[src/hw/tx_fmt_map.svh]
// constants of the per-channel transmit formatter
`ifndef TX_FMT_MAP_SVH
`define TX_FMT_MAP_SVH
`define TXF_FLAG_CHAR  8'h7E
`define TXF_ONES_CHAR  8'hFF
`define TXF_ABORT_CHAR 8'h7F
`define TXF_STUFF_RUN  3'h5
`define TXF_ADJ_SHIFT  3
`define TXF_OCT_BITS   3'h7
`define TXF_RST_CHAN   5'h0
`endif

[src/hw/tx_fmt_pkg.sv]
// types shared by the transmit formatter files
package tx_fmt_pkg;
	typedef struct packed {
		logic       transparent;
		logic       flag_adjust_enable;
		logic       fill_char_select;
		logic [7:0] slot_fill_char;
		logic       channel_tx_hold_cmd;
		logic       normal_abort;
		logic       fast_abort;
	} cfg_s;
	typedef struct packed {
		logic [7:0] data;
		logic       frame_end_bit;
		logic [7:0] interframe_fill_count;
	} tx_byte_s;
	typedef enum logic [1:0] {ST_FILL, ST_DATA, ST_LAST, ST_GAP} fmt_state_e;
	typedef enum logic [1:0] {EVT_NONE, EVT_FRAME_END, EVT_ABORT_UNDERRUN, EVT_ABORT_CMD} tx_evt_e;
endpackage : tx_fmt_pkg

[src/hw/zero_insert_tracker.sv]
// ones-run tracker and per-frame zero insertion counter
`timescale 1ns/1ps
`default_nettype none
`include "tx_fmt_map.svh"
module zero_insert_tracker #(
	parameter int CNT_W = 8
) (
	// clock and reset
	input  wire logic             core_clk_i,
	input  wire logic             rst_i,
	// bit events
	input  wire logic             sent_i,
	input  wire logic             bit_i,
	input  wire logic             content_i,
	input  wire logic             stuffed_i,
	input  wire logic             frame_start_i,
	// results
	output logic                  stuff_now_o,
	output logic [CNT_W-1:0]      zero_count_o
);
	logic [2:0] ones_reg;

	// run of ones inside frame content only, flags and fill reset it
	always_ff @(posedge core_clk_i or posedge rst_i) begin
		if (rst_i)
			ones_reg <= 3'h0;
		else if (stuffed_i || (sent_i && (!content_i || !bit_i)))
			ones_reg <= 3'h0;
		else if (sent_i)
			ones_reg <= ones_reg + 3'h1;
	end

	// count saturates so a huge frame cannot wrap back to no reduction
	always_ff @(posedge core_clk_i or posedge rst_i) begin
		if (rst_i)
			zero_count_o <= '0;
		else if (frame_start_i)
			zero_count_o <= '0;
		else if (stuffed_i && !(&zero_count_o))
			zero_count_o <= zero_count_o + 1'b1;
	end

	assign stuff_now_o = (ones_reg == `TXF_STUFF_RUN);
endmodule : zero_insert_tracker
`default_nettype wire

[src/hw/channel_tx_formatter_hold.sv]
// per-channel hdlc and transparent transmit formatter with hold and abort
`timescale 1ns/1ps
`default_nettype none
`include "tx_fmt_map.svh"
module channel_tx_formatter_hold #(
	parameter logic [4:0] CHANNEL_ID = `TXF_RST_CHAN
) (
	// clock and reset
	input  wire logic                  core_clk_i,
	input  wire logic                  rst_i,
	// action request and configuration
	input  wire logic                  action_request_pulse_n_i,
	input  wire tx_fmt_pkg::cfg_s      cfg_i,
	output logic                       action_ack_o,
	output logic                       desc_abort_close_o,
	// dma side
	input  wire logic                  desc_hold_i,
	output logic                       data_req_o,
	// byte input from the transmit buffer
	input  wire logic                  in_valid_i,
	input  wire tx_fmt_pkg::tx_byte_s  in_byte_i,
	output logic                       in_ready_o,
	// serial line
	input  wire logic                  bit_en_i,
	output logic                       tx_bit_o,
	// events
	output logic                       evt_valid_o,
	output tx_fmt_pkg::tx_evt_e        evt_code_o,
	output logic [4:0]                 evt_channel_o
);
	import tx_fmt_pkg::*;

	cfg_s       cfg_reg;
	fmt_state_e state_reg;
	fmt_state_e state_next;
	tx_byte_s   staged_reg;
	logic       staged_valid_reg;
	logic       staged_valid_next;
	logic [7:0] shift_reg;
	logic [2:0] bits_left_reg;
	logic       content_reg;
	logic [7:0] gap_reg;
	logic [7:0] gap_next;
	logic [7:0] frame_fill_reg;
	logic       ar_meta_reg;
	logic       ar_sync_reg;
	logic       ar_prev_reg;
	logic       ar_event;
	logic       stuff_now;
	logic [7:0] zero_count;
	logic       insert_zero;
	logic       oct_end;
	logic [7:0] oct_val;
	logic       oct_content;
	logic       take_data;
	logic       start_ok;
	logic       frame_start;
	logic       take;
	tx_evt_e    evt_next;

	// fill octet between frames; hdlc flag or ones by select, transparent the slot char with flag adjust set, else ones
	function automatic logic [7:0] fill_char(input cfg_s c);
		if (c.transparent)
			fill_char = c.flag_adjust_enable ? c.slot_fill_char : `TXF_ONES_CHAR;
		else
			fill_char = c.fill_char_select ? `TXF_ONES_CHAR : `TXF_FLAG_CHAR;
	endfunction : fill_char

	// reduction is the floor of zeros over eight, clamped at zero
	function automatic logic [7:0] adj_fill(input logic fa, input logic [7:0] fc,
			input logic [7:0] zc);
		logic [7:0] red;
		red = zc >> `TXF_ADJ_SHIFT;
		if (!fa)
			adj_fill = fc;
		else
			adj_fill = (fc > red) ? fc - red : 8'h00;
	endfunction : adj_fill

	// action request is a host pin, two flops before the falling-edge detect
	always_ff @(posedge core_clk_i or posedge rst_i) begin
		if (rst_i) begin
			ar_meta_reg <= 1'b1;
			ar_sync_reg <= 1'b1;
			ar_prev_reg <= 1'b1;
		end else begin
			ar_meta_reg <= action_request_pulse_n_i;
			ar_sync_reg <= ar_meta_reg;
			ar_prev_reg <= ar_sync_reg;
		end
	end
	assign ar_event = ar_prev_reg && !ar_sync_reg;

	// configuration is taken whole on an action and acknowledged next cycle
	always_ff @(posedge core_clk_i or posedge rst_i) begin
		if (rst_i) begin
			cfg_reg            <= '0;
			action_ack_o       <= 1'b0;
			desc_abort_close_o <= 1'b0;
		end else begin
			if (ar_event)
				cfg_reg <= cfg_i;
			action_ack_o       <= ar_event;
			desc_abort_close_o <= ar_event && cfg_i.fast_abort;
		end
	end

	// dma requests stop only for descriptor hold
	always_ff @(posedge core_clk_i or posedge rst_i) begin
		if (rst_i)
			data_req_o <= 1'b0;
		else
			data_req_o <= !desc_hold_i;
	end

	// one-byte holding latch; normal abort freezes buffer reads from the edge that loads it
	assign take = in_valid_i && in_ready_o;
	assign staged_valid_next = (staged_valid_reg && !(oct_end && take_data)) || take;
	always_ff @(posedge core_clk_i or posedge rst_i) begin
		if (rst_i) begin
			staged_valid_reg <= 1'b0;
			staged_reg       <= '0;
			in_ready_o       <= 1'b0;
		end else begin
			staged_valid_reg <= staged_valid_next;
			if (take)
				staged_reg <= in_byte_i;
			in_ready_o <= !staged_valid_next
				&& !(ar_event ? cfg_i.normal_abort : cfg_reg.normal_abort);
		end
	end

	assign insert_zero = bit_en_i && content_reg && stuff_now;
	assign oct_end     = bit_en_i && !insert_zero && (bits_left_reg == 3'h0);
	assign start_ok    = staged_valid_reg && !cfg_reg.channel_tx_hold_cmd
		&& !cfg_reg.normal_abort;

	// octet sequencer, decided at the boundary of the octet on the line
	always_comb begin
		state_next  = state_reg;
		gap_next    = gap_reg;
		oct_val     = fill_char(cfg_reg);
		oct_content = 1'b0;
		take_data   = 1'b0;
		frame_start = 1'b0;
		evt_next    = EVT_NONE;
		unique case (state_reg)
			ST_FILL: begin
				if (cfg_reg.transparent) begin
					if (start_ok && gap_reg == 8'h00)
						take_data = 1'b1;
					else if (cfg_reg.channel_tx_hold_cmd)
						gap_next = 8'h00;
					else if (gap_reg != 8'h00)
						gap_next = gap_reg - 8'h01;
				end else if (start_ok) begin
					oct_val     = `TXF_FLAG_CHAR;
					state_next  = ST_DATA;
					frame_start = 1'b1;
				end
			end
			ST_DATA: begin
				if (cfg_reg.normal_abort) begin
					if (!cfg_reg.transparent)
						oct_val = `TXF_ABORT_CHAR;
					evt_next   = EVT_ABORT_CMD;
					state_next = ST_FILL;
				end else if (cfg_reg.transparent && cfg_reg.channel_tx_hold_cmd) begin
					state_next = ST_FILL;
				end else if (staged_valid_reg) begin
					take_data = 1'b1;
				end else begin
					if (!cfg_reg.transparent)
						oct_val = `TXF_ABORT_CHAR;
					evt_next   = EVT_ABORT_UNDERRUN;
					state_next = ST_FILL;
				end
			end
			ST_LAST: begin
				oct_val    = `TXF_FLAG_CHAR;
				evt_next   = EVT_FRAME_END;
				state_next = ST_GAP;
				gap_next   = adj_fill(cfg_reg.flag_adjust_enable, frame_fill_reg, zero_count);
			end
			ST_GAP: begin
				if (gap_reg > 8'h01) begin
					gap_next = gap_reg - 8'h01;
				end else if (gap_reg == 8'h01) begin
					oct_val  = `TXF_FLAG_CHAR;
					gap_next = 8'h00;
				end else if (start_ok) begin
					take_data   = 1'b1;
					frame_start = 1'b1;
				end else begin
					state_next = ST_FILL;
				end
			end
		endcase
		if (take_data) begin
			oct_val     = staged_reg.data;
			oct_content = !cfg_reg.transparent;
			state_next  = ST_DATA;
			if (staged_reg.frame_end_bit) begin
				if (cfg_reg.transparent) begin
					state_next = ST_FILL;
					evt_next   = EVT_FRAME_END;
					gap_next   = staged_reg.interframe_fill_count;
				end else begin
					state_next = ST_LAST;
				end
			end
		end
	end

	// sequencer state and per-frame fill count
	always_ff @(posedge core_clk_i or posedge rst_i) begin
		if (rst_i) begin
			state_reg      <= ST_FILL;
			gap_reg        <= 8'h00;
			frame_fill_reg <= 8'h00;
		end else if (oct_end) begin
			state_reg <= state_next;
			gap_reg   <= gap_next;
			if (take_data)
				frame_fill_reg <= staged_reg.interframe_fill_count;
		end
	end

	// bit shifter, lsb first; a stuffed zero holds the octet in place
	always_ff @(posedge core_clk_i or posedge rst_i) begin
		if (rst_i) begin
			tx_bit_o      <= 1'b1;
			shift_reg     <= 8'h00;
			bits_left_reg <= 3'h0;
			content_reg   <= 1'b0;
		end else if (insert_zero) begin
			tx_bit_o <= 1'b0;
		end else if (oct_end) begin
			tx_bit_o      <= oct_val[0];
			shift_reg     <= {1'b0, oct_val[7:1]};
			bits_left_reg <= `TXF_OCT_BITS;
			content_reg   <= oct_content;
		end else if (bit_en_i) begin
			tx_bit_o      <= shift_reg[0];
			shift_reg     <= {1'b0, shift_reg[7:1]};
			bits_left_reg <= bits_left_reg - 3'h1;
		end
	end

	// events go to the queue writer tagged with this channel
	always_ff @(posedge core_clk_i or posedge rst_i) begin
		if (rst_i) begin
			evt_valid_o   <= 1'b0;
			evt_code_o    <= EVT_NONE;
			evt_channel_o <= `TXF_RST_CHAN;
		end else begin
			evt_valid_o   <= oct_end && (evt_next != EVT_NONE);
			evt_code_o    <= oct_end ? evt_next : EVT_NONE;
			evt_channel_o <= CHANNEL_ID;
		end
	end

	zero_insert_tracker #(
		.CNT_W (8)
	) u_zero (
		.core_clk_i    (core_clk_i),
		.rst_i         (rst_i),
		.sent_i        (bit_en_i && !insert_zero),
		.bit_i         (oct_end ? oct_val[0] : shift_reg[0]),
		.content_i     (oct_end ? oct_content : content_reg),
		.stuffed_i     (insert_zero),
		.frame_start_i (oct_end && frame_start),
		.stuff_now_o   (stuff_now),
		.zero_count_o  (zero_count)
	);

	a_ack_after_ar: assert property (@(posedge core_clk_i) disable iff (rst_i)
		ar_event |=> action_ack_o ##1 !action_ack_o) else $error("no single ack after request");
	a_fast_abort_close: assert property (@(posedge core_clk_i) disable iff (rst_i)
		(ar_event && cfg_i.fast_abort) |=> desc_abort_close_o) else $error("fast abort not closed");
	a_abort_no_read: assert property (@(posedge core_clk_i) disable iff (rst_i)
		cfg_reg.normal_abort |-> !in_ready_o) else $error("buffer read during abort");
	a_slot_hold_fill: assert property (@(posedge core_clk_i) disable iff (rst_i)
		(oct_end && cfg_reg.transparent && cfg_reg.channel_tx_hold_cmd) |-> !take_data
		&& oct_val == fill_char(cfg_reg)) else $error("data sent under slot hold");
	a_stuff_after_five: assert property (@(posedge core_clk_i) disable iff (rst_i)
		(bit_en_i && content_reg && stuff_now) |=> !tx_bit_o) else $error("missing zero insertion");
	a_no_stuff_fill: assert property (@(posedge core_clk_i) disable iff (rst_i)
		(bit_en_i && !content_reg && bits_left_reg != 3'h0) |=> tx_bit_o == $past(shift_reg[0]))
		else $error("fill altered");
	a_frame_end_evt: assert property (@(posedge core_clk_i) disable iff (rst_i)
		(oct_end && state_reg == ST_LAST) |=> evt_valid_o && evt_code_o == EVT_FRAME_END
		&& evt_channel_o == CHANNEL_ID) else $error("frame end event missing");
	a_gap_count: assert property (@(posedge core_clk_i) disable iff (rst_i)
		(oct_end && state_reg == ST_LAST && !cfg_reg.flag_adjust_enable)
		|=> gap_reg == $past(frame_fill_reg)) else $error("fill count not used directly");
	a_gap_clamp: assert property (@(posedge core_clk_i) disable iff (rst_i)
		(oct_end && state_reg == ST_LAST && cfg_reg.flag_adjust_enable
		&& (zero_count >> 3) >= frame_fill_reg) |=> gap_reg == 8'h00) else $error("no clamp");
	a_slot_fe_fill: assert property (@(posedge core_clk_i) disable iff (rst_i)
		(oct_end && take_data && cfg_reg.transparent && staged_reg.frame_end_bit)
		|=> state_reg == ST_FILL) else $error("slot stream not stopped");
	a_desc_hold_req: assert property (@(posedge core_clk_i) disable iff (rst_i)
		desc_hold_i |=> !data_req_o) else $error("requests under descriptor hold");

	c_frame_end: cover property (@(posedge core_clk_i) disable iff (rst_i)
		evt_valid_o && evt_code_o == EVT_FRAME_END);
	c_underrun: cover property (@(posedge core_clk_i) disable iff (rst_i)
		evt_valid_o && evt_code_o == EVT_ABORT_UNDERRUN);
	c_shared_flag: cover property (@(posedge core_clk_i) disable iff (rst_i)
		oct_end && state_reg == ST_GAP && take_data);
	c_stuffed: cover property (@(posedge core_clk_i) disable iff (rst_i) insert_zero);
endmodule : channel_tx_formatter_hold
`default_nettype wire

[config.mk]
export PLATFORM = sky130hd
export DESIGN_NAME = channel_tx_formatter_hold
export DESIGN_NICKNAME = d
export VERILOG_FILES = /design/src/hw/tx_fmt_pkg.sv /design/src/hw/zero_insert_tracker.sv /design/src/hw/channel_tx_formatter_hold.sv
export VERILOG_INCLUDE_DIRS = /design/src /design/src/hw
export SDC_FILE = /design/constraint.sdc
export NUM_CORES = 1
export LEC_CHECK = 0
export BUFFER_PORTS_ARGS = -buffer_cell sky130_fd_sc_hd__buf_4
export CAP_MARGIN = 10
export CORE_ASPECT_RATIO = 1.4
export CORE_MARGIN = 2
export CORE_UTILIZATION = 41
export CTS_CLUSTER_DIAMETER = 150
export DETAILED_ROUTE_END_ITERATION = 8
export HOLD_SLACK_MARGIN = 0.05
export SYNTH_ARGS = -nofsm -noshare
export SYNTH_HDL_FRONTEND = slang
export SYNTH_HIERARCHICAL = 1
export SYNTH_SLANG_ARGS = --single-unit
[constraint.sdc]
create_clock -name core_clk_i -period 3.25 [get_ports core_clk_i]
set_clock_uncertainty 0.1 [all_clocks]
set_input_delay 0.325 -clock core_clk_i [delete_from_list [all_inputs] [get_ports core_clk_i]]
set_output_delay 0.325 -clock core_clk_i [all_outputs]
set_load 0.01 [all_outputs]
# Yosys cells after proc, flatten, opt, wreduce, memory -nomap -nowiden
# Cells that the tools add are included.
dict set report word_totals {
  regBits 83
  in_bits 37
  output_inout_bits 13
  wordCells 164
}
dict set report op_classes {
  addsub 5
  magnitude_cmp 2
  eq_ne 11
  mux 71
  bitwise_logic 1
  reduce_logical 46
}
# operator n
set op_table {}
lappend op_table {{$mux 8} 27}
lappend op_table {{$mux 2} 18}
lappend op_table {{$pmux 8 s4} 1}
lappend op_table {{$pmux 8 s3} 1}
lappend op_table {{$logic_and 1x1->1} 18}
lappend op_table {{$mux 1} 16}
lappend op_table {{$ne 3x3->1 const B} 5}
lappend op_table {{$logic_not 1->1} 12}
lappend op_table {{$mux 3} 4}
lappend op_table {{$add 8x1->8 const B} 1}
lappend op_table {{$eq 8x1->1 const B} 1}
lappend op_table {{$gt 8x1->1 const B} 1}
lappend op_table {{$gt 8x5->1} 1}
lappend op_table {{$logic_not 8->1} 1}
lappend op_table {{$pmux 2 s4} 1}
lappend op_table {{$reduce_and 8->1} 1}
lappend op_table {{$reduce_bool 2->1} 4}
lappend op_table {{$reduce_bool 8->1} 1}
lappend op_table {{$sub 8x1->8 const B} 1}
lappend op_table {{$sub 8x5->8} 1}
lappend op_table {{$reduce_and 7->1} 1}
lappend op_table {{$ne 5x5->1 const B} 1}
lappend op_table {{$eq 2x2->1 const B} 2}
lappend op_table {{$pmux 2 s2} 1}
lappend op_table {{other kinds (12)} 15}

# Depth between registers and ports, before layout
dict set report depth {
  word_depth 14
  mapped_depth 13
  depth_no_buf 12
}

# By module
# Netlist, hierarchy kept.
# mod n_inst cells_each area_each_um2 seq_area_each_um2
set modules_own_cells {}
lappend modules_own_cells {channel_tx_formatter_hold 1 406 3990.1 1781.7}
lappend modules_own_cells {zero_insert_tracker 1 62 640.6 275.3}

# Worst setup path after synthesis
# Ideal clock, no wire load.
dict set report synth_timing {
  path_type {register to register}
  startpoint {reg gap_reg[0]}
  endpoint {reg u_zero.ones_reg[2]}
  setup_time_ns 0.077
  arrival_time_ns 2.765
  t_required_ns 3.073
  setup_slack_ns 0.307
  path_stages_with_launch 13
  n_path_buf 2
  synth_period_minus_slack_ns 2.943
  cell_sequence {dfrtp_1 > inv_1 > ha_1 > or3b_2 > a211oi_4 > or2_1 > buf_4 > nand3_4 > buf_2 > o21ai_1 > nand4_1 > or2_2 > a21oi_1}
}
dict set report synth_between {
  elab_chain_len 12
  word_cells_on_any_way 23
  cone_classes {order compare: 1; eq/ne: 1; mux: 13; reduce/logical: 8}
}
# element line_no
set synth_rtl {}
lappend synth_rtl {{from (decl)} channel_tx_formatter_hold.sv:42} ;# logic [7:0] gap_reg;
lappend synth_rtl {{from (signal assigned)} channel_tx_formatter_hold.sv:223} ;# gap_reg <= gap_next;
lappend synth_rtl {{branches (longest 8 deep; another with $gt 8x1->1)} n/a}
lappend synth_rtl {{$logic_or 1x1->1 (*)} zero_insert_tracker.sv:27} ;# else if (stuffed_i || (sent_i && (!content_i || !bit_i)))
lappend synth_rtl {{$logic_and 1x1->1 (*)} zero_insert_tracker.sv:27}
lappend synth_rtl {{$logic_or 1x1->1 (*)} zero_insert_tracker.sv:27}
lappend synth_rtl {{$mux 3 or $reduce_bool 2->1 (tied branches)} n/a}
lappend synth_rtl {{to (signal assigned)} zero_insert_tracker.sv:30} ;# ones_reg <= ones_reg + 3'h1;
lappend synth_rtl {{to (decl)} zero_insert_tracker.sv:21} ;# logic [2:0] ones_reg;
# Mark *: on every way between the ends.
# A chain may end at the register's enable or synchronous reset.

# Final worst setup path
# Same ends and word-level chain as after synthesis.

==> results.json <==
{
  "status": "complete, no violations",
  "rows": 45,
  "synth_cell_types": 78,
  "cp-end-kind": "register",
  "worstPathArrival_ns": 3.16,
  "grt_setup_unrepaired": "false",
  "overflow": 0,
  "worst_ir_drop_vdd_mv": 0.4227,
  "netlist_area_sq_um": 4631,
  "synth_edf_count": 0,
  "clockRootBuffer": "clkbuf_16",
  "tns_ns": 0,
  "synthAdderAreaFrac": 0.04755,
  "whs_ns": 0.08264,
  "clock-sinks": 82,
  "rrSetupSlack_ns": 0.26,
  "finalPower_mw": 4.507,
  "crit_type": "reg -> reg",
  "ctsHtreeMaxLevel": 3,
  "hold_viol_final": 0,
  "synth-seq-area-share": 0.4442,
  "drt-vias-per-instance": 5.689,
  "grt_max_degree": 72,
  "grt_pass1_wl_mm": 19.37,
  "synthTopCellsByArea": "dfrtp_1, mux2_2, nand2_1",
  "synth_mux_area_frac": 0.08295,
  "drt_iter0_drc": 244,
  "synth_top_family_by_area": "compound AO/OA/AOI/OAI gates",
  "track_usage": 0.2092,
  "worstPathMaxFanout": 8,
  "synthFlopType": "dfrtp_1",
  "yosys_warnings": 6,
  "io_buffers": 44,
  "postLayoutCellArea_sq_um": 5436,
  "cts_buffer_depth": 2,
  "leakagePower_nw": 2.381,
  "hpwl_mm": 8.956,
  "postRouteAntennaNets": 0,
  "clkTransAtPathRegs_ns": 0.07,
  "dr.pass1.iters": 4,
  "p_switching_mw": 1.759,
  "power_frac_seq": 0.378,
  "wl_per_cell_microns": 18.00,
  "worstMarginPinSlew_ns": 0.8850,
  "routabilityCongestion": 0.9638,
  "ys_ff_latch": 82,
  "async_reset_ff_frac": 1.000,
  "tritoncts": "done",
  "nets": 570,
  "crit_path_start_kind": "register",
  "antenna_found_initial": 0,
  "relSlewSlack": 0.4100,
  "swShare": 0.3903,
  "worstPathRequired_ns": 3.42,
  "cts_setup_buffers": 0,
  "pwr-share-clk": 0.229,
  "layout-drive-gt1-share": 0.2399,
  "insertion_delay_ns": 0.34,
  "synth_top_area_frac": 0.4215,
  "finalSetupViolCount": 0,
  "post-route-drc-count": 0,
  "core-area_sq_um": 10920,
  "grt_pass1_vias": 3821,
  "fin_crit_ns": 2.991,
  "max_freq_mhz": 334.3,
  "maxCapViolations": 0,
  "largest_reg_flops": 17,
  "min_path_type": "in -> reg",
  "syn_inst": 468,
  "finalWirelength_mm": 11.92,
  "synth-xor-area-share": 0.01513,
  "syn_avg_cell_area_sq_um": 9.895,
  "synth_simple_gate_area_frac": 0.1683,
  "placed_area_sq_um": 5109,
  "antenna_cells": 0,
  "die_x_microns": 93.82,
  "ios": 50,
  "area_delta_synth_final_pct": 17.40,
  "synth-compound-area-share": 0.1894,
  "min_period_over_period": 0.9204,
  "p_comb_frac": 0.393,
  "initial_core_util": 0.4239,
  "pwr_density_cell_nw_per_um2": 829.0,
  "cts_made_buffers": 9,
  "slew_violations": 0,
  "dieArea_sq_um": 12170,
  "internal_power_mw": 2.748,
  "die_h_microns": 129.7,
  "synth_largest_area_cell": "dfrtp_1",
  "num_vias": 3766
}
==> cell usage after synthesis (4+ instances only) <==
master and n:
clkbuf_1 12, nand3_1 5, o21a_1 4, nor2b_1 5
nand2_1 55, a221o_1 4, nor3_1 9, o22ai_1 7
o21ai_1 5, dfrtp_1 78, a31oi_1 9, a211oi_1 12
dfstp_2 4, nand2b_1 6, buf_2 5, and2_1 4
or3_1 4, a21oi_1 20, buf_4 6, o211ai_1 4
nor2_1 26, nor3b_1 6, xnor2_1 6, ha_1 16
mux2_2 31, o21ai_0 19, inv_1 28
==> layout make-up <==
class,instances,area [sq um]
Fill cell,1044,5487
Timing Repair Buffer,59,450.4
Clock inverter,5,62.56
Clock buffer,11,232.7
Tap cell,141,176.4
Sequential cell,82,2057
Inverter,28,105.1
Multi-Input combinational cell,336,2352
==> layout by cell type, fill, tap and decap left out, types with 4 or more instances in the layout <==
master and n:
a211oi_1 12, o21ai_0 19, dfstp_2 4, conb_1 5
a21oi_1 20, mux2_2 31, nand3_1 5, buf_4 56
o211ai_1 4, and2_1 4, nor2_1 26, a31oi_1 9
xnor2_1 6, nand2b_1 6, ha_1 16, clkbuf_16 9
dfrtp_1 78, nand2_1 55, nor3_1 9, or3_1 4
o21a_1 4, a221o_1 4, nor3b_1 6, o22ai_1 7
o21ai_1 5, inv_1 27, nor2b_1 5
==> metrics by stage <==
| stage | std cells | util | setup WS, ns |
|---|---|---|---|
| 6_report | 662 | 0.4977 | 0.2589 |
| 5_1_grt | 662 | 0.4977 | 0.02693 |
| 4_1_cts | 662 | 0.4975 | 0.2140 |
| 3_5_place_dp | 643 | 0.4677 | 0.2131 |
| 3_3_place_gp | 643 | 0.4677 | 0.2731 |
| 2_1_floorplan | 472 | - | 0.3071 |
==> cell families after synthesis <==
| family | after synthesis |
|---|---|
| adders and majority gates | 17 |
| AOI/OAI and AO/OA | 123 |
| and+or+nand+nor | 149 |
| buffers and inverters | 54 |
| xor gates and xnor gates | 8 |
| DFF | 82 |
| muxes | 34 |
| other | 1 |
==> timing repair <==
action | CTS | global route
gates resized for setup | 0 | 1
hold buffers | 3 | 0
endpoints found under the setup margin | 0 | 1
endpoints found under the hold margin | 13 | 0
==> critical path, cell delays in order, from the launching register on <==
cell and delay [ns]:
dfrtp_1 0.47, inv_1 0.16, ha_1 0.23, or3b_2 0.54
a211oi_4 0.29, or2_4 0.23, nand3_4 0.07, o21ai_1 0.26
nand4_1 0.13, or2_2 0.29, a21oi_1 0.14
==> power groups by stage <==
stage / Combinational, mW / Sequential, mW / Clock, mW
floorplan: 1.36 / 1.56 / 0
global placement: 1.73 / 1.71 / 0
detailed placement: 1.76 / 1.71 / 0
CTS: 1.76 / 1.70 / 1.05
global route: 1.98 / 1.75 / 1.09
finish: 1.77 / 1.70 / 1.03
==> per-layer routing <==
layer | vias up | global-route usage | wire, microns
li1 | 1788 | - | -
met1 | 1858 | 0.2430 | 4746
met2 | 94 | 0.3782 | 6329
met3 | 26 | 0.03060 | 455
met4 | 0 | 0.09633 | 384
met5 | - | 0 | 0
==> path summary, 6_finish.rpt <==
kind,from,endpoint,depth (start not counted)
setup reg to reg,gap_reg[0]$_DFFE_PP0P_,u_zero/ones_reg[2]$_DFFE_PP0P_,10
min in group asynchronous,rst_i,u_zero/zero_count_o[1]$_DFFE_PP0P_,3
hold / removal,cfg_i[2],cfg_reg[2]$_DFFE_PP0P_,3
setup / recovery,gap_reg[0]$_DFFE_PP0P_,u_zero/ones_reg[2]$_DFFE_PP0P_,10
hold reg to reg,ar_meta_reg$_DFF_PP1_,ar_sync_reg$_DFF_PP1_,0
max in group asynchronous,rst_i,evt_valid_o$_DFF_PP0_,4
(Power assumes the default switching activity.)
